===== src/rtl/adcl_pkg.sv =====
// shared constants and carrier types for the alarm driven dac clear block
package adcl_pkg;
    // register indices; the byte address is four times the index
    localparam logic [9:0] IDX_CLR_SOURCE = 10'h053;
    localparam logic [9:0] IDX_AUTO_EN = 10'h054;
    localparam logic [9:0] IDX_SW_CLR = 10'h055;
    localparam logic [9:0] IDX_IRQ_STATUS = 10'h060;
    localparam logic [9:0] IDX_IRQ_MASK = 10'h061;
    localparam logic [9:0] IDX_CLR_STATE = 10'h062;
    localparam logic [9:0] IDX_ALARM_VIEW = 10'h063;

    // reset values and writable bits of the 16-bit registers
    localparam logic [15:0] RST_CLR_SOURCE = 16'h0004;
    localparam logic [15:0] RST_AUTO_EN = 16'h0000;
    localparam logic [15:0] RST_SW_CLR = 16'h0000;
    localparam logic [15:0] MSK_CLR_SOURCE = 16'h7FFC;
    localparam logic [15:0] MSK_DAC_FIELD = 16'h7FF8;
    localparam logic [2:0] RST_IRQ_MASK = 3'h0;

    // field positions
    localparam int DAC_FIELD_LSB = 3;
    localparam int SRC_FIELD_LSB = 2;
    localparam int THERMAL_SEL_BIT = 2;
    localparam int NUM_DAC = 12;
    localparam int NUM_SRC = 13;
    localparam int NUM_EVT = 3;

    // interrupt event bit positions
    localparam int EVT_ALARM_ON = 0;
    localparam int EVT_THERMAL_ON = 1;
    localparam int EVT_ALARM_OFF = 2;

    // bus answers
    localparam logic [1:0] RESP_OKAY = 2'h0;
    localparam logic [1:0] RESP_SLVERR = 2'h2;

    // alarm status bits, ordered as the source-select field (bit 14 first)
    typedef struct packed {
        logic input0_alarm_status;
        logic input1_alarm_status;
        logic input2_alarm_status;
        logic input3_alarm_status;
        logic local_temp_low_status;
        logic local_temp_high_status;
        logic remote1_low_status;
        logic remote1_high_status;
        logic remote2_low_status;
        logic remote2_high_status;
        logic remote1_fail_status;
        logic remote2_fail_status;
        logic over_temperature_status;
    } adcl_alarm_t;

    // axi4-lite master to slave
    typedef struct packed {
        logic awvalid;
        logic [11:0] awaddr;
        logic wvalid;
        logic [31:0] wdata;
        logic [3:0] wstrb;
        logic bready;
        logic arvalid;
        logic [11:0] araddr;
        logic rready;
    } adcl_axi_in_t;

    // axi4-lite slave to master
    typedef struct packed {
        logic awready;
        logic wready;
        logic bvalid;
        logic [1:0] bresp;
        logic arready;
        logic rvalid;
        logic [31:0] rdata;
        logic [1:0] rresp;
    } adcl_axi_out_t;

    typedef enum logic [1:0] {
        WR_IDLE = 2'b01,
        WR_RESP = 2'b10
    } adcl_wr_t;

    typedef enum logic [1:0] {
        RD_IDLE = 2'b01,
        RD_DATA = 2'b10
    } adcl_rd_t;
endpackage


===== src/rtl/adcl_irq.sv =====
// sticky interrupt status with write-one-to-clear and mask
`timescale 1ns/1ps
module adcl_irq (
    input wire logic i_core_clk,
    input wire logic i_rst_b,
    input wire logic [2:0] i_event,
    input wire logic [2:0] i_clear,
    input wire logic [2:0] i_mask,
    output logic [2:0] o_status,
    output logic o_irq
);
    import adcl_pkg::*;

    typedef struct packed {
        logic [2:0] status;
        logic irq;
    } adcl_irq_state_t;

    adcl_irq_state_t st;
    adcl_irq_state_t next_st;

    // a set arriving with its clear wins, so no event is lost
    always_comb
    begin
        next_st = st;
        next_st.status = (st.status & ~i_clear) | i_event;
        next_st.irq = |(next_st.status & i_mask);
    end

    always_ff @(posedge i_core_clk)
    begin
        if (!i_rst_b)
        begin
            st <= '0;
        end
        else
        begin
            st <= next_st;
        end
    end

    assign o_status = st.status;
    assign o_irq = st.irq;
endmodule


===== src/rtl/adcl_qualify.sv =====
// per-dac alarm qualification against source select and auto-clear enables
`timescale 1ns/1ps
module adcl_qualify (
    input wire logic [15:0] i_source,
    input wire logic [15:0] i_enable,
    input wire adcl_pkg::adcl_alarm_t i_alarm,
    output logic [11:0] o_alarm_clear,
    output logic o_thermal_all
);
    import adcl_pkg::*;

    logic [NUM_SRC-1:0] alarm_vec;
    logic any_qualified;

    // a source with select 0 still shows its status but clears nothing
    assign alarm_vec = i_alarm;
    assign any_qualified = |(alarm_vec[NUM_SRC-1:1]
        & i_source[SRC_FIELD_LSB+NUM_SRC-1:SRC_FIELD_LSB+1]);

    // thermal override ignores the per-dac enables entirely
    assign o_thermal_all = i_source[THERMAL_SEL_BIT]
        & i_alarm.over_temperature_status;

    // one gate per dac: bits 14..3 carry dac 11..0
    genvar g;
    generate
        for (g = 0; g < NUM_DAC; g++)
        begin : g_dac
            assign o_alarm_clear[g] = (any_qualified
                & i_enable[DAC_FIELD_LSB+g]) | o_thermal_all;
        end
    endgenerate
endmodule


===== src/rtl/adcl_top.sv =====
// alarm driven dac clear control with axi4-lite register slave
`timescale 1ns/1ps
module adcl_top (
    input wire logic i_core_clk,
    input wire logic i_rst_b,
    input wire adcl_pkg::adcl_alarm_t i_alarm,
    input wire adcl_pkg::adcl_axi_in_t i_axi,
    output adcl_pkg::adcl_axi_out_t o_axi,
    output logic [11:0] o_dac_clear,
    output logic o_irq
);
    import adcl_pkg::*;

    typedef struct packed {
        adcl_wr_t wr_state;
        adcl_rd_t rd_state;
        logic aw_got;
        logic w_got;
        logic [11:0] awaddr;
        logic [31:0] wdata;
        logic [3:0] wstrb;
        adcl_axi_out_t axi;
        logic [15:0] clr_source;
        logic [15:0] auto_en;
        logic [15:0] sw_clr;
        logic [2:0] irq_mask;
        logic [11:0] alarm_state;
        logic thermal_state;
        logic [11:0] dac_clear;
    } adcl_top_state_t;

    localparam adcl_top_state_t ST_RESET = '{
        wr_state: WR_IDLE,
        rd_state: RD_IDLE,
        aw_got: 1'b0,
        w_got: 1'b0,
        awaddr: 12'h000,
        wdata: 32'h00000000,
        wstrb: 4'h0,
        axi: '{
            awready: 1'b1,
            wready: 1'b1,
            bvalid: 1'b0,
            bresp: RESP_OKAY,
            arready: 1'b1,
            rvalid: 1'b0,
            rdata: 32'h00000000,
            rresp: RESP_OKAY
        },
        clr_source: RST_CLR_SOURCE,
        auto_en: RST_AUTO_EN,
        sw_clr: RST_SW_CLR,
        irq_mask: RST_IRQ_MASK,
        alarm_state: 12'h000,
        thermal_state: 1'b0,
        dac_clear: 12'h000
    };

    adcl_top_state_t st;
    adcl_top_state_t next_st;

    logic [11:0] alarm_clear;
    logic thermal_all;
    logic [2:0] irq_event;
    logic [2:0] irq_clear;
    logic [2:0] irq_status;
    logic irq_level;
    logic wr_land;

    // merge a write into a 16-bit register through its byte strobes
    function automatic logic [15:0] merge16(
        input logic [15:0] old,
        input logic [31:0] data,
        input logic [3:0] strb,
        input logic [15:0] wmask
    );
        logic [15:0] r;
        r = old;
        if (strb[0])
        begin
            r[7:0] = data[7:0];
        end
        if (strb[1])
        begin
            r[15:8] = data[15:8];
        end
        return r & wmask;
    endfunction

    // true when the word index names a mapped register
    function automatic logic mapped(input logic [9:0] idx);
        logic hit;
        hit = 1'b0;
        case (idx)
            IDX_CLR_SOURCE, IDX_AUTO_EN, IDX_SW_CLR,
            IDX_IRQ_STATUS, IDX_IRQ_MASK,
            IDX_CLR_STATE, IDX_ALARM_VIEW:
            begin
                hit = 1'b1;
            end
            default:
            begin
                hit = 1'b0;
            end
        endcase
        return hit;
    endfunction

    // alarm qualification uses the registered source and enable fields
    adcl_qualify u_qualify (
        .i_source(st.clr_source),
        .i_enable(st.auto_en),
        .i_alarm(i_alarm),
        .o_alarm_clear(alarm_clear),
        .o_thermal_all(thermal_all)
    );

    // sticky events: clear onset, thermal onset, clear release
    adcl_irq u_irq (
        .i_core_clk(i_core_clk),
        .i_rst_b(i_rst_b),
        .i_event(irq_event),
        .i_clear(irq_clear),
        .i_mask(st.irq_mask),
        .o_status(irq_status),
        .o_irq(irq_level)
    );

    // edges of the alarm driven clear feed the interrupt events
    always_comb
    begin
        irq_event = '0;
        irq_event[EVT_ALARM_ON] = (|alarm_clear) & ~(|st.alarm_state);
        irq_event[EVT_THERMAL_ON] = thermal_all & ~st.thermal_state;
        irq_event[EVT_ALARM_OFF] = ~(|alarm_clear) & (|st.alarm_state);
    end

    // a write lands in the one cycle both halves are held and no answer
    // is pending; everything that reacts to a write keys off this strobe
    assign wr_land = (st.wr_state == WR_IDLE) && st.aw_got && st.w_got;

    // write-one-to-clear strobe, only in the cycle the write is applied
    always_comb
    begin
        irq_clear = '0;
        if (wr_land
            && st.awaddr[11:2] == IDX_IRQ_STATUS && st.wstrb[0])
        begin
            irq_clear = st.wdata[NUM_EVT-1:0];
        end
    end

    // next state: bus slave, registers and dac clear outputs
    // the slave keeps one write and one read in flight; a new address is
    // refused until the master has taken the previous answer, which costs
    // a cycle per access but needs no queue behind the registers
    always_comb
    begin
        next_st = st;

        // address and data channels are taken independently
        if (st.axi.awready && i_axi.awvalid)
        begin
            next_st.axi.awready = 1'b0;
            next_st.aw_got = 1'b1;
            next_st.awaddr = i_axi.awaddr;
        end
        if (st.axi.wready && i_axi.wvalid)
        begin
            next_st.axi.wready = 1'b0;
            next_st.w_got = 1'b1;
            next_st.wdata = i_axi.wdata;
            next_st.wstrb = i_axi.wstrb;
        end

        // write sequencing: apply once both halves are held
        case (st.wr_state)
            WR_IDLE:
            begin
                if (wr_land)
                begin
                    next_st.axi.bvalid = 1'b1;
                    next_st.axi.bresp = mapped(st.awaddr[11:2])
                        ? RESP_OKAY : RESP_SLVERR;
                    next_st.wr_state = WR_RESP;
                    case (st.awaddr[11:2])
                        IDX_CLR_SOURCE:
                        begin
                            next_st.clr_source = merge16(st.clr_source,
                                st.wdata, st.wstrb, MSK_CLR_SOURCE);
                        end
                        IDX_AUTO_EN:
                        begin
                            next_st.auto_en = merge16(st.auto_en,
                                st.wdata, st.wstrb, MSK_DAC_FIELD);
                        end
                        IDX_SW_CLR:
                        begin
                            next_st.sw_clr = merge16(st.sw_clr,
                                st.wdata, st.wstrb, MSK_DAC_FIELD);
                        end
                        IDX_IRQ_STATUS:
                        begin
                            // write-one-to-clear, via the irq_clear strobe
                        end
                        IDX_IRQ_MASK:
                        begin
                            if (st.wstrb[0])
                            begin
                                next_st.irq_mask = st.wdata[NUM_EVT-1:0];
                            end
                        end
                        IDX_CLR_STATE, IDX_ALARM_VIEW:
                        begin
                            // read-only views take the write and ignore it
                        end
                        default:
                        begin
                            // unmapped: answered with an error, no effect
                            next_st.irq_mask = st.irq_mask;
                        end
                    endcase
                end
            end
            WR_RESP:
            begin
                // response stands until the master takes it
                if (i_axi.bready)
                begin
                    next_st.axi.bvalid = 1'b0;
                    next_st.aw_got = 1'b0;
                    next_st.w_got = 1'b0;
                    next_st.axi.awready = 1'b1;
                    next_st.axi.wready = 1'b1;
                    next_st.wr_state = WR_IDLE;
                end
            end
            default:
            begin
                next_st.wr_state = WR_IDLE;
            end
        endcase

        // read sequencing: data is captured at the address handshake
        case (st.rd_state)
            RD_IDLE:
            begin
                if (i_axi.arvalid)
                begin
                    next_st.axi.arready = 1'b0;
                    next_st.axi.rvalid = 1'b1;
                    next_st.axi.rresp = mapped(i_axi.araddr[11:2])
                        ? RESP_OKAY : RESP_SLVERR;
                    next_st.axi.rdata = 32'h00000000;
                    case (i_axi.araddr[11:2])
                        IDX_CLR_SOURCE:
                        begin
                            next_st.axi.rdata[15:0] = st.clr_source;
                        end
                        IDX_AUTO_EN:
                        begin
                            next_st.axi.rdata[15:0] = st.auto_en;
                        end
                        IDX_SW_CLR:
                        begin
                            next_st.axi.rdata[15:0] = st.sw_clr;
                        end
                        IDX_IRQ_STATUS:
                        begin
                            next_st.axi.rdata[NUM_EVT-1:0] = irq_status;
                        end
                        IDX_IRQ_MASK:
                        begin
                            next_st.axi.rdata[NUM_EVT-1:0] = st.irq_mask;
                        end
                        IDX_CLR_STATE:
                        begin
                            next_st.axi.rdata[DAC_FIELD_LSB+NUM_DAC-1:
                                DAC_FIELD_LSB] = st.dac_clear;
                        end
                        IDX_ALARM_VIEW:
                        begin
                            next_st.axi.rdata[SRC_FIELD_LSB+NUM_SRC-1:
                                SRC_FIELD_LSB] = i_alarm;
                        end
                        default:
                        begin
                            next_st.axi.rdata = 32'h00000000;
                        end
                    endcase
                    next_st.rd_state = RD_DATA;
                end
            end
            RD_DATA:
            begin
                if (i_axi.rready)
                begin
                    next_st.axi.rvalid = 1'b0;
                    next_st.axi.arready = 1'b1;
                    next_st.rd_state = RD_IDLE;
                end
            end
            default:
            begin
                next_st.rd_state = RD_IDLE;
            end
        endcase

        // no update-mode input: the clear overrides either mode alike
        next_st.alarm_state = alarm_clear;
        next_st.thermal_state = thermal_all;
        // held for as long as any contributing status stays set
        next_st.dac_clear = alarm_clear
            | st.sw_clr[DAC_FIELD_LSB+NUM_DAC-1:DAC_FIELD_LSB];
    end

    // single register stage for all state
    always_ff @(posedge i_core_clk)
    begin
        if (!i_rst_b)
        begin
            st <= ST_RESET;
        end
        else
        begin
            st <= next_st;
        end
    end

    // every output is a flop of the state or of the interrupt block
    assign o_axi = st.axi;
    assign o_dac_clear = st.dac_clear;
    assign o_irq = irq_level;
endmodule


===== config.mk =====
export PLATFORM = sky130hd
export DESIGN_NAME = adcl_top
export DESIGN_NICKNAME = d
export VERILOG_FILES = /design/src/rtl/adcl_pkg.sv /design/src/rtl/adcl_irq.sv /design/src/rtl/adcl_qualify.sv /design/src/rtl/adcl_top.sv
export SDC_FILE = /design/constraint.sdc
export NUM_CORES = 1
export LEC_CHECK = 0
export BUFFER_PORTS_ARGS = -buffer_cell sky130_fd_sc_hd__buf_2
export CORE_MARGIN = 1.5
export CORE_UTILIZATION = 58
export DETAILED_ROUTE_END_ITERATION = 12
export PLACE_DENSITY = 0.95
export SLEW_MARGIN = 20
export SYNTH_ARGS = -nofsm -noshare
export SYNTH_HDL_FRONTEND = slang
export SYNTH_SLANG_ARGS = --single-unit

===== constraint.sdc =====
create_clock -name i_core_clk -period 3.2 [get_ports i_core_clk]
set_input_delay 0.64 -clock i_core_clk [delete_from_list [all_inputs] [get_ports i_core_clk]]
set_output_delay 0.64 -clock i_core_clk [all_outputs]
set_load 0.01 [all_outputs]

==> results of run 1 <==
-- final timing paths --
path                            slack (ns)  depth (start not counted)                    to            startpoint
worst min register to register        0.46                          1    st[165]$_SDFF_PN0_    st[165]$_SDFF_PN0_
worst max-delay path                  1.05                          6   st[70]$_SDFFE_PN0P_  st[162]$_SDFFE_PN0P_
worst min-delay path                  0.35                          2  o_axi[39]$_SDFF_PN1_             i_axi[51]
worst max register to register        1.05                          6   st[70]$_SDFFE_PN0P_  st[162]$_SDFFE_PN0P_
-- power by group through the flow --
stage                     Combinational [uW]  Clock, uW  Sequential [uW]
after detailed placement                 264          0             1680
after global routing                     297       1960             1660
after global placement                   257          0             1680
after CTS                                266       1890             1650
after floorplan                          222          0             1670
final                                    267       1880             1650
-- logic make-up (layout without fill, tap and decap cells) --
logic type      after synthesis  count (layout)  share of synthesized area
buf+inv                      97             139                      0.103
mux                          35              35                     0.0640
other cells                   1              19                   0.000678
compound gates              153             153                      0.191
flops                       124             124                      0.449
simple gates                196             196                      0.193
-- state kept, by name (all words and copies together), names as in the netlist --
signal / flops
o_axi: 22
o_dac_clear: 12
st: 86
u_irq.o_irq: 1
u_irq.o_status: 3
-- metrics by stage --
stage | cells | setup WS (ns) | cell area (um^2) | utilization | hold WS [ns]
floorplan | 624 | 1.22 | 5600 | - | 0.433
global placement | 763 | 0.848 | 5750 | 0.622 | 0.443
detailed placement | 763 | 0.790 | 5750 | 0.622 | 0.452
CTS | 795 | 1.05 | 6340 | 0.686 | 0.347
global route | 795 | 0.805 | 6340 | 0.686 | 0.348
finish | 795 | 1.05 | 6340 | 0.686 | 0.353
-- per-layer routing --
layer | track usage | share of wire | vias up
li1 | - | - | 2151
met2 | 0.435 | 0.47 | 225
met5 | 0 | 0 | -
met4 | 0.108 | 0.024 | 0
met3 | 0.0652 | 0.081 | 41
met1 | 0.339 | 0.43 | 2103
-- layout by cell type (no fill, tap or decap), types with 3 or more instances in the layout --
cell,synthesis,final
a21boi_0,36,36
a21o_1,12,12
a21oi_1,28,28
a221oi_1,15,15
a222oi_1,7,7
a22o_1,4,4
a22oi_1,6,6
and2_1,18,18
and3_1,3,3
buf_2,4,91
buf_4,53,5
clkbuf_16,0,16
clkbuf_8,0,4
clkinv_4,0,4
clkinvlp_4,0,4
conb_1,1,19
dfxtp_1,124,124
inv_1,10,10
mux2_2,3,3
mux2i_1,32,32
nand2_1,75,75
nand2b_1,4,4
nand3_1,13,13
nor2_1,13,13
nor2b_1,38,38
nor3_1,4,4
nor4_1,8,8
o21a_1,14,14
o21ai_0,22,22
-- worst reg2reg max path, stage by stage, from the launching register on --
cell	delay (ns)
dfxtp_1	0.33
nor4b_4	0.34
nand2b_1	0.15
nor3_2	0.54
nand3_2	0.35
mux2i_1	0.25
nor2b_1	0.07
-- cell type report --
cell class	instances	area [um^2]
well taps	129	161
flip-flops and latches	124	2480
fillers	692	2900
clock buffers	20	455
inverters	10	37.5
clock inverters	12	139
multi-input cells	403	2550
repair buffers	97	513
==> metrics.md, run 1 <==
| Metric | Value |
|---|---|
| Status | completed |
| Initial antenna violation count | 0 |
| DR iter-0 viols | 274 |
| Final wirelength | 13.1 mm |
| Tcrit/Tclk final | 0.672 |
| First-pass GRT wire length | 21.3 mm |
| Initial Util | 0.599 |
| Gr ovfl total | 0 |
| Final-report setup violation count | 0 |
| Area contributors post-synth | dfxtp_1 45%, buf_4 7.2%, mux2i_1 5.8% |
| Final Max Tran Viols | 0 |
| Worst Clk Skew | 0.00909 ns |
| P_int | 2900 uW |
| Max stage delay cell, worst path | nor3_2 |
| Max frequency | 465 MHz |
| Hold Buf Count CTS | 0 |
| Resized Gates After CTS | 0 |
| HPWL Detailed | 9.21 mm |
| CP Capture Type | flop |
| Combinational power share | 0.070 |
| Most common cell in the netlist | dfxtp_1 |
| Mapped Cells | 606 |
| Drt first pass iters | 6 |
| Worst-path fanout max | 8 |
| Post-synth EDFFs | 0 |
| Max-cap viol count | 0 |
| Share of layout cells above drive strength 1 | 0.212 |
| CTS sink cnt | 124 |
| IO Port Bufs | 91 |
| CP startpoint kind | flop |
| CP Cell Sequence | nor4b_4 -> nand2b_1 -> nor3_2 -> nand3_2 -> mux2i_1 -> nor2b_1 |
| CTS tree | done |
| Ports | 134 |
| Die area | 10100 um^2 |
| Req. time, crit path | 3.60 ns |
| Total Power | 3790 uW |
| Vias in the first global route | 4387 |
| Worst Hold Class | input pin to flop |
| Post-CTS Setup Inserts | 0 |
| Synth Cell Area | 5530 um^2 |
| RSZ-0062 raised after global routing | no |
| Sw Ratio | 0.236 |
| Clk Latency, worst-skew pair | 0.52 ns |
| Antenna-violating nets left | 0 |
| Final Hold Fails | 0 |
| Synthesized flop and latch total | 124 |
| Relative slew slack | 0.459 |
| Num CTS Buffers | 17 |
| Setup TNS | 0 ns |
| Die Ht | 101 um |
| Synthesis-to-finish area growth | 14.6% |
| Routed vias | 4520 |
| Cell taking the most area after synthesis | dfxtp_1 |
| Register clock-pin slew on the reported worst setup and hold paths | 0.06 ns |
| Tmin final | 2.15 ns |
| Via density | 5.69 |
| Chip width | 101 um |
| Share of the synthesized area in the top cell type | 0.449 |
| # DRC | 0 |
| Peak supply drop | 0.473 mV |
| Pwr per Cell Area | 599 nW/um^2 |
| Leakage | 0.00277 uW |
| Critical path's largest stage delay | 0.54 ns |
| Primary FF master, synth | dfxtp_1 |
| CP Buf/Inv Count | 0 |
| CTS H-tree lvls | 4 |
| YS warnings | 0 |
| Yosys cell types | 48 |
| WP data arrival | 2.55 ns |
| Total track usage | 0.267 |
| Largest net degree at the start of global routing | 102 |
| Synth cell count leaders | 124 x dfxtp_1, 75 x nand2_1, 53 x buf_4, 38 x nor2b_1, 36 x a21boi_0 |
| Register area share after synthesis | 0.449 |
| CTS Buffer Depth | 2 |
| Worst-margin pin slew | 0.805 ns |
| Sequential power share | 0.435 |
| P_sw | 896 uW |
| Nets | 733 |
| WS Path Type | flop to flop |
| Core Area | 9240 um^2 |
| Routed length per instance | 16.5 um |
| Mean post-synth cell area | 9.13 um^2 |
| Root Buffer | clkbuf_8 |
| Floorplan row count | 35 |
| Antenna diodes | 0 |
| Power share of the clock group | 0.495 |
| Final Wtd Congestion | 0.882 |
| Largest delay contributor family on the critical path | simple AND/OR/NAND/NOR gates |
| Post-synth ARST share | 0 |
No activity file was read; power rests on OpenSTA's default activity.
==> run 2: changes to the inputs <==
- ABC_AREA: unset -> 1
- CORE_UTILIZATION: 58 -> 53
- PLACE_DENSITY: 0.95 -> 0.89
- clock period: 3.2 -> 2 ns (I/O delays scaled with it)
==> run 2 against run 1 <==
  * Flip-flop and latch count unchanged
  * Core utilization down 4.2 points
  * Die area up 8.0%
  * Hold slack worse by 0.25 ns
  * Sequential share of layout area down 0.26 points
  * Routed wire length down 1.2%
  * Maximum frequency up 15%
  * Total power up 69%
  * Final cell count up 16%
  * Global-route usage down 3.2 points
  * Final area up 0.67%
  * Area after synthesis down 1.0%
  * Critical endpoint is now u_irq.o_irq$_SDFF_PN0_
  * Largest cell class is now registers
==> metrics.md, run 2 <==
| Metric | Value |
|---|---|
| Status | completed |
| Post-CTS Setup Inserts | 0 |
| Drt first pass iters | 7 |
| XOR/XNOR Fraction of Synth Area | 0 |
| Root Buffer | clkbuf_8 |
| Tmin final | 1.87 ns |
| Leakage | 0.00274 uW |
| Core Area | 9910 um^2 |
| Share of the synthesized area in the top cell type | 0.453 |
| Synthesized flop and latch total | 124 |
| Commonest non-fill, non-tap cell in the layout | dfxtp_1 |
| Share of layout cells above drive strength 1 | 0.190 |
| Worst-margin pin slew | 0.536 ns |
| FILL cells | 819 |
| Max FFs per register | 86 |
| Initial antenna violation count | 0 |
| CP Capture Type | flop |
| Cell taking the most area after synthesis | dfxtp_1 |
| Peak supply drop | 0.506 mV |
| Max frequency | 535 MHz |
| Final Instance Area | 6380 um^2 |
| Most frequent cells in the layout | 124 x dfxtp_1, 117 x o21ai_0, 91 x buf_2, 88 x inv_1, 85 x a21oi_1 |
| Routed length per instance | 14.0 um |
| Nets | 860 |
| Pwr per Cell Area | 1000 nW/um^2 |
| Antenna-violating nets left | 0 |
| Register area share after synthesis | 0.453 |
| YS warnings | 0 |
| Mean post-synth cell area | 7.53 um^2 |
| Flop2flop setup slack | 0.13 ns |
| HP Start | i_axi[64] |
| Post-synth EDFFs | 0 |
| IO Port Bufs | 91 |
| Worst-path fanout max | 11 |
| Final-report setup violation count | 0 |
| WP data arrival | 2.27 ns |
| Die area | 11000 um^2 |
| Tcrit/Tclk final | 0.935 |
| # DRC | 0 |
| Final Hold Fails | 0 |
| Setup TNS | 0 ns |
| Synth Area in Simple Gates | 0.166 |
| Req. time, crit path | 2.40 ns |
| Vias in the first global route | 4469 |
| Top reg by flops | st |
| Relative slew slack | 0.642 |
| Compound-gate portion of the synthesized area | 0.216 |
| Hold depth | 2 |
| CTS sink cnt | 124 |
| WS Path Type | flop to flop |
| CTS Buffer Depth | 2 |
| RR Endpoint | u_irq.o_irq$_SDFF_PN0_ |
| Die Ht | 105 um |
| Worst Clk Skew | 0.0113 ns |
| Register clock-pin slew on the reported worst setup and hold paths | 0.06 ns |
| Synthesis-to-finish area growth | 16.5% |
| Initial Util | 0.553 |
| Worst Hold Class | input pin to flop |
| Largest family of logic cells by synthesized area | compound AO/OA/AOI/OAI gates |
| Multiplexer area fraction after synthesis | 0 |
| Total track usage | 0.235 |
| Synth Cell Area | 5480 um^2 |
| RSZ-0062 raised after global routing | no |
| Via density | 5.29 |
| Post-synth ARST share | 0 |
| Area after DPL | 5730 um^2 |
| Clk Latency, worst-skew pair | 0.52 ns |
| Routed vias | 4899 |
| Final Max Tran Viols | 0 |
| Final wirelength | 13.0 mm |
| HPWL Detailed | 8.71 mm |
| DR iter-0 viols | 348 |
| Gr ovfl total | 0 |
| Num CTS Buffers | 17 |
| Antenna diodes | 0 |
| First-pass GRT wire length | 20.8 mm |
| Final Wtd Congestion | 0.904 |
| Yosys cell types | 33 |
| CP startpoint kind | flop |
| Primary FF master, synth | dfxtp_1 |
| Floorplan row count | 36 |
| Max-cap viol count | 0 |
| Synth cell count leaders | 124 x dfxtp_1, 117 x o21ai_0, 88 x inv_1, 85 x a21oi_1, 66 x nor2_1 |
| Largest net degree at the start of global routing | 85 |
| Ports | 134 |
| Most common cell in the netlist | dfxtp_1 |
| Area contributors post-synth | dfxtp_1 45%, o21ai_0 11%, a21oi_1 7.8% |
| CTS H-tree lvls | 4 |
| FF-to-FF Start | st[74]$_SDFFE_PN0P_ |
| Reg2Reg Depth | 12 |
| Hold path endpoint | o_axi[40]$_SDFF_PN1_ |
| Chip width | 105 um |
| CTS tree | done |
| Adder-cell share of the synthesized area | 0 |
| Mapped Cells | 727 |
==> run 2: changes by cell type after synthesis, moves of 32 or more <==
| cell | previous run | this run |
|---|---|---|
| o21ai_0 | 22 | 117 |
| nand3_1 | 13 | 47 |
| a21oi_1 | 28 | 85 |
| nor2_1 | 13 | 66 |
| inv_1 | 10 | 88 |
| a21boi_0 | 36 | 0 |
| mux2i_1 | 32 | 0 |
| nor2b_1 | 38 | 0 |
==> run 2: per-stage QoR <==
stage / std cells / utilization / setup slack, ns / hold slack, ns / total power, uW
2_1_floorplan: 745 / - / 0.466 / 0.420 / 3060
3_3_place_gp: 894 / 0.578 / 0.132 / 0.430 / 3140
3_5_place_dp: 894 / 0.578 / 0.0360 / 0.437 / 3150
4_1_cts: 926 / 0.644 / 0.181 / 0.0982 / 6410
5_1_grt: 926 / 0.644 / 0.0133 / 0.106 / 6620
6_report: 926 / 0.644 / 0.130 / 0.104 / 6410
==> run 2: kinds of logic after synthesis <==
logic type | count (synthesis)
AO/OA/AOI/OAI | 226
buffers and inverters | 178
flip-flops | 124
other | 1
AND/OR/NAND/NOR | 198
==> run 2: power breakdown <==
| part | internal (uW) | total (uW) | switching, uW |
|---|---|---|---|
| sequential | 2590 | 2650 | 60.5 |
| combinational | 170 | 468 | 298 |
| clock | 2190 | 3300 | 1100 |
| total | 4950 | 6410 | 1460 |
==> run 2: worst max-delay path: stages, from the launching register on <==
cell and delay [ns]:
dfxtp_1 0.35, nand2_1 0.07, nand2_1 0.04, nor2_1 0.17, nand3_1 0.31, o21ai_0 0.22
nand3_1 0.11, nor2_1 0.13, nand2_1 0.07, nand2_1 0.10, nand2_1 0.07, nand3_1 0.07
nand2_1 0.05
==> run 2: how the worst max path moves through the flow <==
stage | start | end | slack (ns) | depth (start not counted)
after global placement | i_alarm[11] | u_irq.o_irq$_SDFF_PN0_ | 0.13 | 13
after floorplan | i_axi[12] | o_axi[4]$_SDFFE_PN0P_ | 0.47 | 8
after CTS | st[161]$_SDFFE_PN0P_ | st[56]$_SDFFE_PN0P_ | 0.18 | 9
after global routing | st[74]$_SDFFE_PN0P_ | u_irq.o_irq$_SDFF_PN0_ | 0.01 | 12
after detailed placement | i_alarm[11] | u_irq.o_irq$_SDFF_PN0_ | 0.04 | 13
final | st[74]$_SDFFE_PN0P_ | u_irq.o_irq$_SDFF_PN0_ | 0.13 | 12
==> run 2: layer usage <==
layer	share of wire	GRT usage	up-vias
li1	-	-	2435
met1	0.42	0.292	2170
met2	0.46	0.383	255
met3	0.092	0.0705	39
met4	0.027	0.0900	0
met5	0	0	-
==> run 2: area by class of cell <==
type | count | area, um^2 | share of cell area
multi-input cells | 443 | 2170 | 0.340
inverters | 93 | 349 | 0.0547
well taps | 133 | 166 | 0.0261
clock buffers | 19 | 432 | 0.0676
flip-flops and latches | 124 | 2480 | 0.389
clock inverters | 13 | 215 | 0.0337
repair buffers | 101 | 568 | 0.0890
==> run 2: repair_timing <==
action | in CTS | in global routing
hold buffers | 0 | 0
hold endpoints to repair | 0 | 0
endpoints found under the setup margin | 0 | 11
resized for setup | 0 | 2
